`src/verilog/ppcc_pkg.sv`:
```
// Purpose: shared constants and types of the port power controller config block
// Assumes: 100 MHz clock, AXI4-Lite slave with 16-bit byte addresses
// Notes: register byte address is four times the register index
package ppcc_pkg;
  localparam int CLK_HZ = 100_000_000;
  localparam int DRAIN_STEP_MS = 100;
  localparam int DRAIN_STEP_CYC = DRAIN_STEP_MS * (CLK_HZ / 1000);
  // 2000 mA high-load threshold
  localparam logic [11:0] HIGH_LOAD_MA = 12'h7D0;

  localparam int AW = 16;
  localparam logic [11:0] IDX_CFG1 = 12'h411;
  localparam logic [11:0] IDX_CFG3 = 12'h413;
  localparam logic [11:0] IDX_ILIM = 12'h414;
  localparam logic [11:0] IDX_ISTS = 12'h420;
  localparam logic [11:0] IDX_IMASK = 12'h421;
  localparam logic [AW-1:0] ADDR_CFG1 = {2'h0, IDX_CFG1, 2'h0};
  localparam logic [AW-1:0] ADDR_CFG3 = {2'h0, IDX_CFG3, 2'h0};
  localparam logic [AW-1:0] ADDR_ILIM = {2'h0, IDX_ILIM, 2'h0};
  localparam logic [AW-1:0] ADDR_ISTS = {2'h0, IDX_ISTS, 2'h0};
  localparam logic [AW-1:0] ADDR_IMASK = {2'h0, IDX_IMASK, 2'h0};

  localparam int CFG1_FILT = 7;
  localparam int CFG1_LINK = 6;
  localparam int CFG1_DRAIN = 5;
  localparam int CFG1_SWEN = 4;
  localparam int CFG1_DSEL = 2;
  localparam int CFG3_IGN = 7;
  localparam int CFG3_PST = 3;
  localparam int CFG3_HL = 2;
  localparam logic [1:0] DSEL_RST = 2'h1;
  localparam logic [2:0] ILIM_RST = 3'h3;
  localparam logic [2:0] STRAP_ILIM [0:3] = '{3'h1, 3'h3, 3'h5, 3'h7};

  localparam int IRQ_OC = 0;
  localparam int IRQ_TSD = 1;
  localparam int IRQ_LOW = 2;
  localparam int IRQ_ERR = 3;
  localparam int IRQ_DONE = 4;
  localparam int IRQ_W = 5;

  localparam logic [1:0] RESP_OKAY = 2'h0;
  localparam logic [1:0] RESP_SLVERR = 2'h2;

  localparam logic [1:0] PST_SLEEP = 2'h0;
  localparam logic [1:0] PST_DETECT = 2'h1;
  localparam logic [1:0] PST_ACTIVE = 2'h2;
  localparam logic [1:0] PST_ERROR = 2'h3;

  typedef enum logic [1:0] {
    PS_SLEEP = 2'h0,
    PS_DETECT = 2'h1,
    PS_ACTIVE = 2'h3,
    PS_ERROR = 2'h2
  } ppcc_pstate_t;

  typedef struct packed {
    logic overcurrent;
    logic thermal;
    logic lowCurrent;
    logic otherError;
  } ppcc_flags_t;

  function automatic logic [1:0] ppcc_state_code(input ppcc_pstate_t s);
    case (s)
      PS_SLEEP: ppcc_state_code = PST_SLEEP;
      PS_DETECT: ppcc_state_code = PST_DETECT;
      PS_ACTIVE: ppcc_state_code = PST_ACTIVE;
      default: ppcc_state_code = PST_ERROR;
    endcase
  endfunction
endpackage

```
`src/verilog/ppcc_port_power_ctrl.sv`:
```
// Purpose: config and state registers of a VBUS port power controller
// Assumes: inputs synchronous to clk; one write and one read in flight
// Notes: ce low freezes all state and stalls the bus
`timescale 1ns/1ps

module ppcc_port_power_ctrl #(
  parameter int DRAIN_STEP = ppcc_pkg::DRAIN_STEP_CYC
) (
  input wire logic clk,
  input wire logic rst,
  input wire logic ce,
  input wire logic [ppcc_pkg::AW-1:0] s_axi_awaddr,
  input wire logic s_axi_awvalid,
  output logic s_axi_awready,
  input wire logic [31:0] s_axi_wdata,
  input wire logic [3:0] s_axi_wstrb,
  input wire logic s_axi_wvalid,
  output logic s_axi_wready,
  output logic [1:0] s_axi_bresp,
  output logic s_axi_bvalid,
  input wire logic s_axi_bready,
  input wire logic [ppcc_pkg::AW-1:0] s_axi_araddr,
  input wire logic s_axi_arvalid,
  output logic s_axi_arready,
  output logic [31:0] s_axi_rdata,
  output logic [1:0] s_axi_rresp,
  output logic s_axi_rvalid,
  input wire logic s_axi_rready,
  input wire ppcc_pkg::ppcc_flags_t eventFlags,
  input wire logic switchEnablePin,
  input wire logic attachDetect,
  input wire logic standaloneMode,
  input wire logic powerCapabilityStrapA,
  input wire logic powerCapabilityStrapB,
  input wire logic [11:0] vbusCurrentMa,
  output logic portSwitchOn,
  output logic dischargeActive,
  output logic summaryAlert,
  output logic irq,
  output logic [1:0] controllerPowerState,
  output logic highLoadFlag,
  output logic [2:0] currentLimitSelect
);
  import ppcc_pkg::*;

  ////////////////////////////////////////////////////////////////////////////
  logic awHeld_r, awHeld_nxt, wHeld_r, wHeld_nxt, wStrb0_r, wStrb0_nxt;
  logic bvalid_r, bvalid_nxt, rvalid_r, rvalid_nxt;
  logic [AW-1:0] awAddr_r, awAddr_nxt;
  logic [31:0] wData_r, wData_nxt, rdata_r, rdata_nxt;
  logic [1:0] bresp_r, bresp_nxt, rresp_r, rresp_nxt;
  logic doWrite, rdTake, rdClear, rdHit, wrHit, wrCfg;
  logic [7:0] rdByte;

  logic filt_r, filt_nxt, link_r, link_nxt, swEnSoft_r, swEnSoft_nxt;
  logic ignore_r, ignore_nxt, strapDone_r, strapDone_nxt;
  logic [1:0] dsel_r, dsel_nxt;
  logic [2:0] ilim_r, ilim_nxt;
  logic [IRQ_W-1:0] mask_r, mask_nxt, ists_r, ists_nxt, istsSet;

  ppcc_pstate_t ps_r, ps_nxt;
  logic draining_r, draining_nxt, highLoad_r, highLoad_nxt;
  logic [31:0] drainCnt_r, drainCnt_nxt;
  logic enabled, fault, drainStart, drainDone;

  // bus stalls while frozen so no beat is taken and then lost
  assign s_axi_awready = ce & ~awHeld_r & ~bvalid_r;
  assign s_axi_wready = ce & ~wHeld_r & ~bvalid_r;
  assign s_axi_arready = ce & ~rvalid_r;
  assign s_axi_bvalid = bvalid_r;
  assign s_axi_bresp = bresp_r;
  assign s_axi_rvalid = rvalid_r;
  assign s_axi_rdata = rdata_r;
  assign s_axi_rresp = rresp_r;
  assign doWrite = ce & awHeld_r & wHeld_r & ~bvalid_r;
  assign wrCfg = doWrite & wStrb0_r;
  assign rdTake = s_axi_arvalid & s_axi_arready;
  assign rdClear = rdTake & (s_axi_araddr == ADDR_ISTS);
  assign wrHit = (awAddr_r == ADDR_CFG1) | (awAddr_r == ADDR_CFG3) | (awAddr_r == ADDR_ILIM)
               | (awAddr_r == ADDR_ISTS) | (awAddr_r == ADDR_IMASK);

  always_comb begin
    rdHit = 1'b1;
    case (s_axi_araddr)
      ADDR_CFG1: rdByte = {filt_r, link_r, draining_r, swEnSoft_r, dsel_r, 2'h0};
      ADDR_CFG3: rdByte = {ignore_r, 2'h0, ppcc_state_code(ps_r), highLoad_r, 2'h0};
      ADDR_ILIM: rdByte = {5'h00, ilim_r};
      ADDR_ISTS: rdByte = {3'h0, ists_r};
      ADDR_IMASK: rdByte = {3'h0, mask_r};
      default: begin
        rdHit = 1'b0;
        rdByte = 8'h00;
      end
    endcase
  end

  always_comb begin
    awHeld_nxt = awHeld_r;
    awAddr_nxt = awAddr_r;
    wHeld_nxt = wHeld_r;
    wData_nxt = wData_r;
    wStrb0_nxt = wStrb0_r;
    bvalid_nxt = bvalid_r;
    bresp_nxt = bresp_r;
    rvalid_nxt = rvalid_r;
    rdata_nxt = rdata_r;
    rresp_nxt = rresp_r;
    if (s_axi_awvalid & s_axi_awready) begin
      awHeld_nxt = 1'b1;
      awAddr_nxt = s_axi_awaddr;
    end
    if (s_axi_wvalid & s_axi_wready) begin
      wHeld_nxt = 1'b1;
      wData_nxt = s_axi_wdata;
      wStrb0_nxt = s_axi_wstrb[0];
    end
    if (doWrite) begin
      awHeld_nxt = 1'b0;
      wHeld_nxt = 1'b0;
      bvalid_nxt = 1'b1;
      bresp_nxt = wrHit ? RESP_OKAY : RESP_SLVERR;
    end
    if (bvalid_r & s_axi_bready) begin
      bvalid_nxt = 1'b0;
    end
    if (rvalid_r & s_axi_rready) begin
      rvalid_nxt = 1'b0;
    end
    if (rdTake) begin
      rvalid_nxt = 1'b1;
      rdata_nxt = {24'h000000, rdByte};
      rresp_nxt = rdHit ? RESP_OKAY : RESP_SLVERR;
    end
  end

  always_ff @(posedge clk) begin
    if (rst) begin
      awHeld_r <= 1'b0;
      awAddr_r <= '0;
      wHeld_r <= 1'b0;
      wData_r <= 32'h00000000;
      wStrb0_r <= 1'b0;
      bvalid_r <= 1'b0;
      bresp_r <= RESP_OKAY;
      rvalid_r <= 1'b0;
      rdata_r <= 32'h00000000;
      rresp_r <= RESP_OKAY;
    end else if (ce) begin
      awHeld_r <= awHeld_nxt;
      awAddr_r <= awAddr_nxt;
      wHeld_r <= wHeld_nxt;
      wData_r <= wData_nxt;
      wStrb0_r <= wStrb0_nxt;
      bvalid_r <= bvalid_nxt;
      bresp_r <= bresp_nxt;
      rvalid_r <= rvalid_nxt;
      rdata_r <= rdata_nxt;
      rresp_r <= rresp_nxt;
    end
  end

  ////////////////////////////////////////////////////////////////////////////
  always_comb begin
    filt_nxt = filt_r;
    link_nxt = link_r;
    swEnSoft_nxt = swEnSoft_r;
    dsel_nxt = dsel_r;
    ignore_nxt = ignore_r;
    ilim_nxt = ilim_r;
    mask_nxt = mask_r;
    strapDone_nxt = 1'b1;
    if (wrCfg) begin
      case (awAddr_r)
        ADDR_CFG1: begin
          filt_nxt = wData_r[CFG1_FILT];
          link_nxt = wData_r[CFG1_LINK];
          swEnSoft_nxt = wData_r[CFG1_SWEN];
          dsel_nxt = wData_r[CFG1_DSEL +: 2];
        end
        ADDR_CFG3: ignore_nxt = wData_r[CFG3_IGN];
        ADDR_ILIM: begin
          if (ps_r != PS_SLEEP) begin
            ilim_nxt = wData_r[2:0];
          end
        end
        ADDR_IMASK: mask_nxt = wData_r[IRQ_W-1:0];
        default: ;
      endcase
    end
    // straps sampled on the first enabled cycle after reset release
    if (~strapDone_r & standaloneMode) begin
      ilim_nxt = STRAP_ILIM[{powerCapabilityStrapB, powerCapabilityStrapA}];
    end
  end

  always_ff @(posedge clk) begin
    if (rst) begin
      filt_r <= 1'b0;
      link_r <= 1'b0;
      swEnSoft_r <= 1'b0;
      dsel_r <= DSEL_RST;
      ignore_r <= 1'b0;
      ilim_r <= ILIM_RST;
      mask_r <= '0;
      strapDone_r <= 1'b0;
    end else if (ce) begin
      filt_r <= filt_nxt;
      link_r <= link_nxt;
      swEnSoft_r <= swEnSoft_nxt;
      dsel_r <= dsel_nxt;
      ignore_r <= ignore_nxt;
      ilim_r <= ilim_nxt;
      mask_r <= mask_nxt;
      strapDone_r <= strapDone_nxt;
    end
  end

  ////////////////////////////////////////////////////////////////////////////
  assign enabled = swEnSoft_r | (switchEnablePin & ~ignore_r);
  assign fault = eventFlags.overcurrent | eventFlags.thermal;
  assign drainStart = wrCfg & (awAddr_r == ADDR_CFG1) & wData_r[CFG1_DRAIN]
                    & (ps_r == PS_ACTIVE) & ~draining_r;
  assign drainDone = draining_r & (drainCnt_r == 32'h00000000);
  assign istsSet = {drainDone, eventFlags.otherError, eventFlags.lowCurrent,
                    eventFlags.thermal, eventFlags.overcurrent};

  always_comb begin
    ps_nxt = ps_r;
    case (ps_r)
      PS_SLEEP: begin
        if (fault) ps_nxt = PS_ERROR;
        else if (enabled) ps_nxt = PS_DETECT;
      end
      PS_DETECT: begin
        if (fault) ps_nxt = PS_ERROR;
        else if (~enabled) ps_nxt = PS_SLEEP;
        else if (attachDetect) ps_nxt = PS_ACTIVE;
      end
      PS_ACTIVE: begin
        if (fault) ps_nxt = PS_ERROR;
        else if (~enabled) ps_nxt = PS_SLEEP;
        else if (~attachDetect) ps_nxt = PS_DETECT;
      end
      PS_ERROR: begin
        if (~fault) ps_nxt = enabled ? PS_DETECT : PS_SLEEP;
      end
      default: ps_nxt = PS_SLEEP;
    endcase
    draining_nxt = draining_r;
    drainCnt_nxt = drainCnt_r;
    if (drainStart) begin
      draining_nxt = 1'b1;
      // the duration written alongside the request is the one that counts
      drainCnt_nxt = 32'(DRAIN_STEP * (int'(dsel_nxt) + 1) - 1);
    end else if (drainDone) begin
      draining_nxt = 1'b0;
    end else if (draining_r) begin
      drainCnt_nxt = drainCnt_r - 32'h00000001;
    end
    // a new event in the clearing cycle survives the read
    ists_nxt = (rdClear ? '0 : ists_r) | istsSet;
    highLoad_nxt = vbusCurrentMa > HIGH_LOAD_MA;
  end

  always_ff @(posedge clk) begin
    if (rst) begin
      ps_r <= PS_SLEEP;
      draining_r <= 1'b0;
      drainCnt_r <= 32'h00000000;
      ists_r <= '0;
      highLoad_r <= 1'b0;
    end else if (ce) begin
      ps_r <= ps_nxt;
      draining_r <= draining_nxt;
      drainCnt_r <= drainCnt_nxt;
      ists_r <= ists_nxt;
      highLoad_r <= highLoad_nxt;
    end
  end

  // switch is off for the whole drain, then follows enable again
  assign portSwitchOn = (ps_r == PS_ACTIVE) & enabled & ~draining_r;
  assign dischargeActive = draining_r;
  assign controllerPowerState = ppcc_state_code(ps_r);
  assign highLoadFlag = highLoad_r;
  assign currentLimitSelect = ilim_r;
  assign summaryAlert = ists_r[IRQ_OC] | ists_r[IRQ_TSD]
                      | (~filt_r & ists_r[IRQ_ERR]) | (link_r & ists_r[IRQ_LOW]);
  assign irq = |(ists_r & mask_r);

  ////////////////////////////////////////////////////////////////////////////
  // helper: measure each drain against the duration chosen at its start
  logic [31:0] drainLen_r;
  logic [1:0] dselAtStart_r;
  always_ff @(posedge clk) begin
    if (rst) begin
      drainLen_r <= 32'h00000000;
      dselAtStart_r <= 2'h0;
    end else if (ce) begin
      if (drainStart) begin
        drainLen_r <= 32'h00000000;
        dselAtStart_r <= dsel_nxt;
      end else if (draining_r) begin
        drainLen_r <= drainLen_r + 32'h00000001;
      end
    end
  end

  a_filter_alert: assert property (@(posedge clk) disable iff (rst)
    ce && eventFlags.overcurrent |=> summaryAlert)
    else $error("overcurrent did not raise alert");
  a_masked_other: assert property (@(posedge clk) disable iff (rst)
    filt_r && ists_r == (5'h01 << IRQ_ERR) |-> !summaryAlert)
    else $error("filtered error raised alert");
  a_join_alert: assert property (@(posedge clk) disable iff (rst)
    ce && link_r && !wrCfg && eventFlags.lowCurrent |=> summaryAlert)
    else $error("joined low current did not alert");
  a_join_off: assert property (@(posedge clk) disable iff (rst)
    !link_r && ists_r == (5'h01 << IRQ_LOW) |-> !summaryAlert)
    else $error("unjoined low current raised alert");
  a_drain_start: assert property (@(posedge clk) disable iff (rst)
    drainStart |=> draining_r && !portSwitchOn && dischargeActive)
    else $error("drain request did not open switch");
  a_drain_open: assert property (@(posedge clk) disable iff (rst)
    dischargeActive |-> !portSwitchOn)
    else $error("switch closed during drain");
  a_drain_len: assert property (@(posedge clk) disable iff (rst)
    $fell(draining_r) |-> drainLen_r == 32'(DRAIN_STEP * (int'(dselAtStart_r) + 1)))
    else $error("drain duration wrong");
  a_drain_end: assert property (@(posedge clk) disable iff (rst)
    ce && drainDone |=> !dischargeActive && ists_r[IRQ_DONE])
    else $error("drain did not release");
  a_switch_gate: assert property (@(posedge clk) disable iff (rst)
    portSwitchOn |-> swEnSoft_r || (switchEnablePin && !ignore_r))
    else $error("switch on without enable");
  a_pin_ignore: assert property (@(posedge clk) disable iff (rst)
    ce && ps_r == PS_SLEEP && ignore_r && !swEnSoft_r && !fault |=> ps_r == PS_SLEEP)
    else $error("ignored pin woke controller");
  a_state_code: assert property (@(posedge clk) disable iff (rst)
    ps_r == PS_ACTIVE |-> controllerPowerState == PST_ACTIVE)
    else $error("active state code wrong");
  a_state_follow: assert property (@(posedge clk) disable iff (rst)
    ce && ps_r == PS_SLEEP && enabled && !fault |=> controllerPowerState == PST_DETECT)
    else $error("state field not updated");
  a_high_load: assert property (@(posedge clk) disable iff (rst)
    ce && vbusCurrentMa > HIGH_LOAD_MA |=> highLoadFlag)
    else $error("high load not flagged");
  a_ilim_sleep: assert property (@(posedge clk) disable iff (rst)
    ce && strapDone_r && ps_r == PS_SLEEP |=> $stable(currentLimitSelect))
    else $error("limit changed in sleep");
  a_strap_load: assert property (@(posedge clk) disable iff (rst)
    ce && !strapDone_r && standaloneMode |=> currentLimitSelect
      == STRAP_ILIM[{$past(powerCapabilityStrapB), $past(powerCapabilityStrapA)}])
    else $error("strap limit not loaded");
endmodule // ppcc_port_power_ctrl

```
`config.mk`:
```
export PLATFORM = sky130hd
export DESIGN_NAME = ppcc_port_power_ctrl
export DESIGN_NICKNAME = d
export VERILOG_FILES = /design/src/verilog/ppcc_pkg.sv /design/src/verilog/ppcc_port_power_ctrl.sv
export SDC_FILE = /design/constraint.sdc
export NUM_CORES = 1
export LEC_CHECK = 0
export BUFFER_PORTS_ARGS = -buffer_cell sky130_fd_sc_hd__clkbuf_2
export CAP_MARGIN = 5
export CORE_MARGIN = 1.5
export CORE_UTILIZATION = 50
export CTS_CLUSTER_DIAMETER = 60
export DETAILED_ROUTE_END_ITERATION = 8
export PLACE_DENSITY = 0.77
export SLEW_MARGIN = 30
export SYNTH_ARGS = -nofsm -noshare
export SYNTH_HDL_FRONTEND = slang
export SYNTH_SLANG_ARGS = --single-unit
```
`constraint.sdc`:
```
create_clock -name clk -period 6 [get_ports clk]
set_input_delay 1.8 -clock clk [delete_from_list [all_inputs] [get_ports clk]]
set_output_delay 1.8 -clock clk [all_outputs]
set_load 0.01 [all_outputs]
```
* After elaboration in Yosys (flattened, before gate mapping)
Cells that the tools add are included.
** Storage, ports and cells
- Bits in registers :: 97
- Input bits :: 97
- Output and inout bits :: 51
- Word-level logic and storage cells :: 161
** Operators by class
- Add/subtract/negate cells :: 3
- Multiply operators :: 1
- Order comparisons :: 2
- Eq/ne operators :: 18
- Muxes and demuxes :: 39
- Bitwise gates (word level) :: 46
- Reduce and logical (&&, ||, !) cells :: 29
** Operators by type and width (number)
- $eq 16x13->1 const B :: 10
- $mux 32 :: 3
- $pmux 8 s5 :: 1
- $logic_not 32->1 :: 1
- $sub 32x1->32 const B :: 1
- $sub 27x1->28 const B :: 1
- $and 1x1->1 :: 26
- $mux 2 :: 13
- $mul 17x3->20 const A :: 1
- $reduce_bool 2->1 :: 10
- $mux 3 :: 6
- $reduce_and 2->1 :: 9
- $gt 12x11->1 const B :: 1
- $mux 1 :: 12
- $reduce_and 3->1 :: 4
- $reduce_or 5->1 :: 2
- $or 1x1->1 :: 9
- $ne 4x4->1 const B :: 2
- $not 1->1 :: 8
- $pmux 2 s4 :: 1
- $bmux 3 s2 :: 1
- $pmux 2 s3 :: 1
- $and 5x5->5 :: 1
- $mux 5 :: 1
- other kinds (11) :: 13

* Depth between registers and ports, before layout
- Word-level depth :: 10
- Mapped depth :: 12
- Mapped depth without buffers :: 10

* Least setup slack after synthesis
No wires, ideal clock.
- Kind :: input port to flip-flop
- From :: input port ce
- To :: register drainCnt_r[20]
- Setup time :: 92 ps
- Arrival time :: 4657 ps
- Required time :: 5908 ps
- Setup slack :: 1250 ps
- Stages on the path :: 12
- Buffers on the path :: 2
- Path through :: nand4b_1 -> or4_1 -> buf_2 -> nor2_1 -> mux2i_1 -> inv_1 -> ha_1 -> clkbuf_1 -> or3_1 -> a211oi_1 -> a31oi_1 -> o32ai_1
** Between the ends
- Elaborated cells on any way between the ends :: 16
- Classes of those cells :: 2 x add/sub; 1 x mul; 1 x eq/ne; 2 x mux; 8 x bitwise; 2 x reduce/logical
** RTL lines
- start, declared :: line ppcc_port_power_ctrl.sv:11 : input wire logic ce,
- $and 1x1->1 (3 in series) :: line ppcc_port_power_ctrl.sv:75 : assign doWrite = ce & awHeld_r & wHeld_r & ~bvalid_r;
- $and 1x1->1 :: line ppcc_port_power_ctrl.sv:76 : assign wrCfg = doWrite & wStrb0_r;
- $mux 2 :: line ppcc_port_power_ctrl.sv:172 : if (wrCfg) begin
- net dsel_nxt[0] :: line ppcc_port_power_ctrl.sv:57 : logic [1:0] dsel_r, dsel_nxt;
- $add 2x1->3 :: line ppcc_port_power_ctrl.sv:254 : drainCnt_nxt = 32'(DRAIN_STEP * (int'(dsel_nxt) + 1) - 1);
- $mul 17x3->20 :: line ppcc_port_power_ctrl.sv:254
- $sub 27x1->28 :: line ppcc_port_power_ctrl.sv:254
- $mux 32 :: line ppcc_port_power_ctrl.sv:251 : if (drainStart) begin
- end signal, assigned :: line ppcc_port_power_ctrl.sv:275 : drainCnt_r <= drainCnt_nxt;
- end, declared :: line ppcc_port_power_ctrl.sv:63 : logic [31:0] drainCnt_r, drainCnt_nxt;
The timed path passes the listed nets, and every way through them passes these cells.
A chain may end at the register's enable or synchronous reset.

* Worst setup path after layout
- From :: input port ce
- To :: register drainCnt_r[8]
Same word-level chain as after synthesis.

==> flow_summary.yaml <==
routing:
  via_count: 5472
  avgViaCountPerCell: 6.135
  drtPass1Iterations: 5
  drt_iter0_markers: 493
  drt-total-wl_mm: 14.93
  drc: 0
  ant_nets: 0
  drt-wirelength-per-cell_um: 16.74
sta:
  finClkSkew_ns: 0.01242
  rsz0062_at_grt: "no"
  tightest_slew_ns: 0.8410
  max_freq_mhz: 196.4
  fin_setup_tns_ns: 0
  slew_headroom: 0.4359
  hold-worst-slack_ns: 0.4575
  min_period_over_period: 0.8488
  finalCriticalPeriod_ns: 5.093
  final_hold_viol_count: 0
  setup_viol: 0
  layout_setup_ws_ns: 0.9075
  maxSlewViolCount: 0
worst_setup_path:
  cpPeakStageDelay_ns: 0.76
  crit_path_max_fanout: 9
  critPathBufInv: 2
  cp.arrival_ns: 5.40
  endpoint_kind: "register"
  r2r_slack_ns: 1.91
  cp.required_ns: 6.31
  start_kind: "input port"
  path_class: "in2reg"
  crit_chain: "clkbuf_2 -> nand4b_1 -> or4_1 -> nor2_1 -> mux2i_1 -> inv_1 -> ha_1 -> nand2b_1 -> a2111oi_0 -> a31o_2 -> a32o_1"
  cp_slowest_cell: "or4_1"
  critPathTopFamily: "simple AND/OR/NAND/NOR gates"
finish:
  fin_util: 0.5826
  area_growth_pct: 12.22
  drive_above_1_share: 0.1825
  antennaDiodeCount: 0
  finalNonFillerCells: 892
  fin_nets: 857
  design_area_sq_um: 6068
  seq_area_sq_um: 1902
  multi_input_area_sq_um: 3201
  fillers: 979
floorplan:
  ios: 148
  num_rows: 37
  start_util: 0.5192
  chipWidth_um: 107.0
  fp.dieArea_sq_um: 11450
  dieHeight_um: 107.0
  core_area_sq_um: 10420
power:
  pwr-share-seq: 0.526
  peakVddDrop_uv: 166.4
  combinationalPowerShare: 0.112
  cellLeakagePower_nw: 2.560
  p_sw_frac: 0.2687
  power_density_nw_per_um2: 206.9
  power.total_mw: 1.255
  power.internal_uw: 918.1
  clockPowerShare: 0.362
  power.switching_uw: 337.4
worst_hold_path:
  hp-class: "reg2reg"
place:
  place_inst: 876
  portBuffers: 94
  dp_hpwl_mm: 10.64
  routabilityCongestion: 0.9229
  placed_cell_area_sq_um: 5846
  pre_cts_slack_ns: 0.5843
grt:
  gr-total-overflow: 0
  antenna_found_initial: 0
  grt_pass1_wl_mm: 23.69
  grt_usage: 0.2580
  grt_pass1_vias: 4940
  grt_max_degree: 51
synthesis:
  yosysWarnings: 0
  synthMostInstantiatedCell: "nand2_1"
  syn-mean-instance-area_sq_um: 7.929
  postSynthCellCount: 682
  synth_area_leaders: "dfxtp_1 35%, nand2_1 7.1%, a21oi_1 5.2%"
  synth_top_area_share: 0.3517
  synth_cell_types: 69
  synth_seq_cells: 95
  synth_top_cell_by_area: "dfxtp_1"
  ys_async_sr_fraction: 0
  ys_seq_area_frac: 0.3517
  synth_edf_count: 0
  synth.top_cells.by_count: "103 x nand2_1, 95 x dfxtp_1, 56 x a21oi_1, 53 x nor2_1, 31 x clkbuf_1"
  ys.flop_type: "dfxtp_1"
  synth_area_sq_um: 5408
clock_tree:
  cts_buffer_depth: 2
  clock-sinks: 95
  cts_tree: "built"
  cts_setup_buffers: 0
  cts_hold_buf: 0
  ctsResizeCount: 0
  root_buffer: "clkbuf_8"
  cts_made_buffers: 9
  h-tree-depth: 3
  clk_pin_slew_ns: 0.09
  clk_latency_ns: 0.37
run:
  drv_cap: 0
status:
  status: "finished clean"
kinds of logic (layout without fill, tap and decap cells):
logic type,after synthesis,count (layout),share of synthesized area
compound gates,168,168,0.2096
buf+inv,82,131,0.07890
mux,26,26,0.04905
simple gates,298,298,0.2844
other cells,1,26,0.0006935
flops,95,95,0.3517
xor+xnor,3,3,0.004860
fa+ha+maj,9,9,0.02082
worst reg2reg max path, cell delays in order, from the launching register on:
cell,delay [ns]
dfxtp_1,0.32
or4_4,0.58
or4_1,0.71
nor2_1,0.30
mux2i_1,0.33
inv_1,0.13
ha_1,0.42
nand2b_1,0.21
a2111oi_0,0.69
a31o_2,0.20
a32o_1,0.15
layout make-up:
class,count,share of cell area
inverter,13,0.008041
tap,136,0.02804
clock inverter,5,0.01072
timing repair buffer,102,0.08742
sequential,95,0.3134
multi-input combinational,530,0.5274
clock buffer,11,0.02495
layer usage:
layer,global-route usage,routed length (um),up-vias
met4,0.1305,430,0
met3,0.03222,974,38
met1,0.3447,6547,2581
li1,-,-,2611
met5,0,0,-
met2,0.4093,6980,242
placed cells by master, fill, tap and decap left out, types with 3 or more instances in the layout:
cell type  netlist  final
a211oi_1        20     20
a21oi_1         56     56
a22oi_1          7      7
a31o_2           3      3
a31oi_1         13     12
and2_1           5      5
and3_1           4      4
and4_1           4      4
buf_4           28      8
clkbuf_2         1     94
clkbuf_8         0     11
clkinv_4         0      3
conb_1           1     26
dfxtp_1         95     95
ha_1             9      9
inv_1           12     12
mux2_2           4      4
mux2i_1         22     22
nand2_1        103    103
nand2b_1         4      4
nand3_1         18     18
nand3b_1         4      4
nand4_1         14     14
nand4b_1         4      4
nor2_1          53     53
nor2b_1          8      8
nor3_1          22     22
nor3b_1          3      3
nor4_1          13     11
nor4b_1          4      4
o211a_1          4      4
o211ai_1         3      3
o21ai_0         13     13
o31ai_1          9      9
o32ai_1         18     18
or3_1            7      7
or4_1           13     13
state kept, by name, indices dropped and copies added, names as in the netlist, 2 cells and up:
name and cells:
wData_r 8, ists_r 5, dsel_r 2, s_axi_rdata 8
mask_r 5, drainCnt_r 32, ps_r 2, awAddr_r 16
currentLimitSelect 3
final timing paths:
kind / startpoint / to / cells past startpoint
max reg2reg: awAddr_r[8] / drainCnt_r[8] / 10
min: awAddr_r[14] / awAddr_r[14] / 2
max: ce / drainCnt_r[8] / 11
min reg2reg: awAddr_r[14] / awAddr_r[14] / 2
power by group through the flow:
stage          combinational, mW  clock (mW)  sequential, mW
6_report                   0.141       0.455           0.660
5_1_grt                    0.155       0.486           0.662
4_1_cts                    0.140       0.462           0.660
3_5_place_dp               0.139           0           0.674
3_3_place_gp               0.134           0           0.673
2_1_floorplan              0.100           0           0.671
Note: power is estimated with default switching activity, not from simulation.
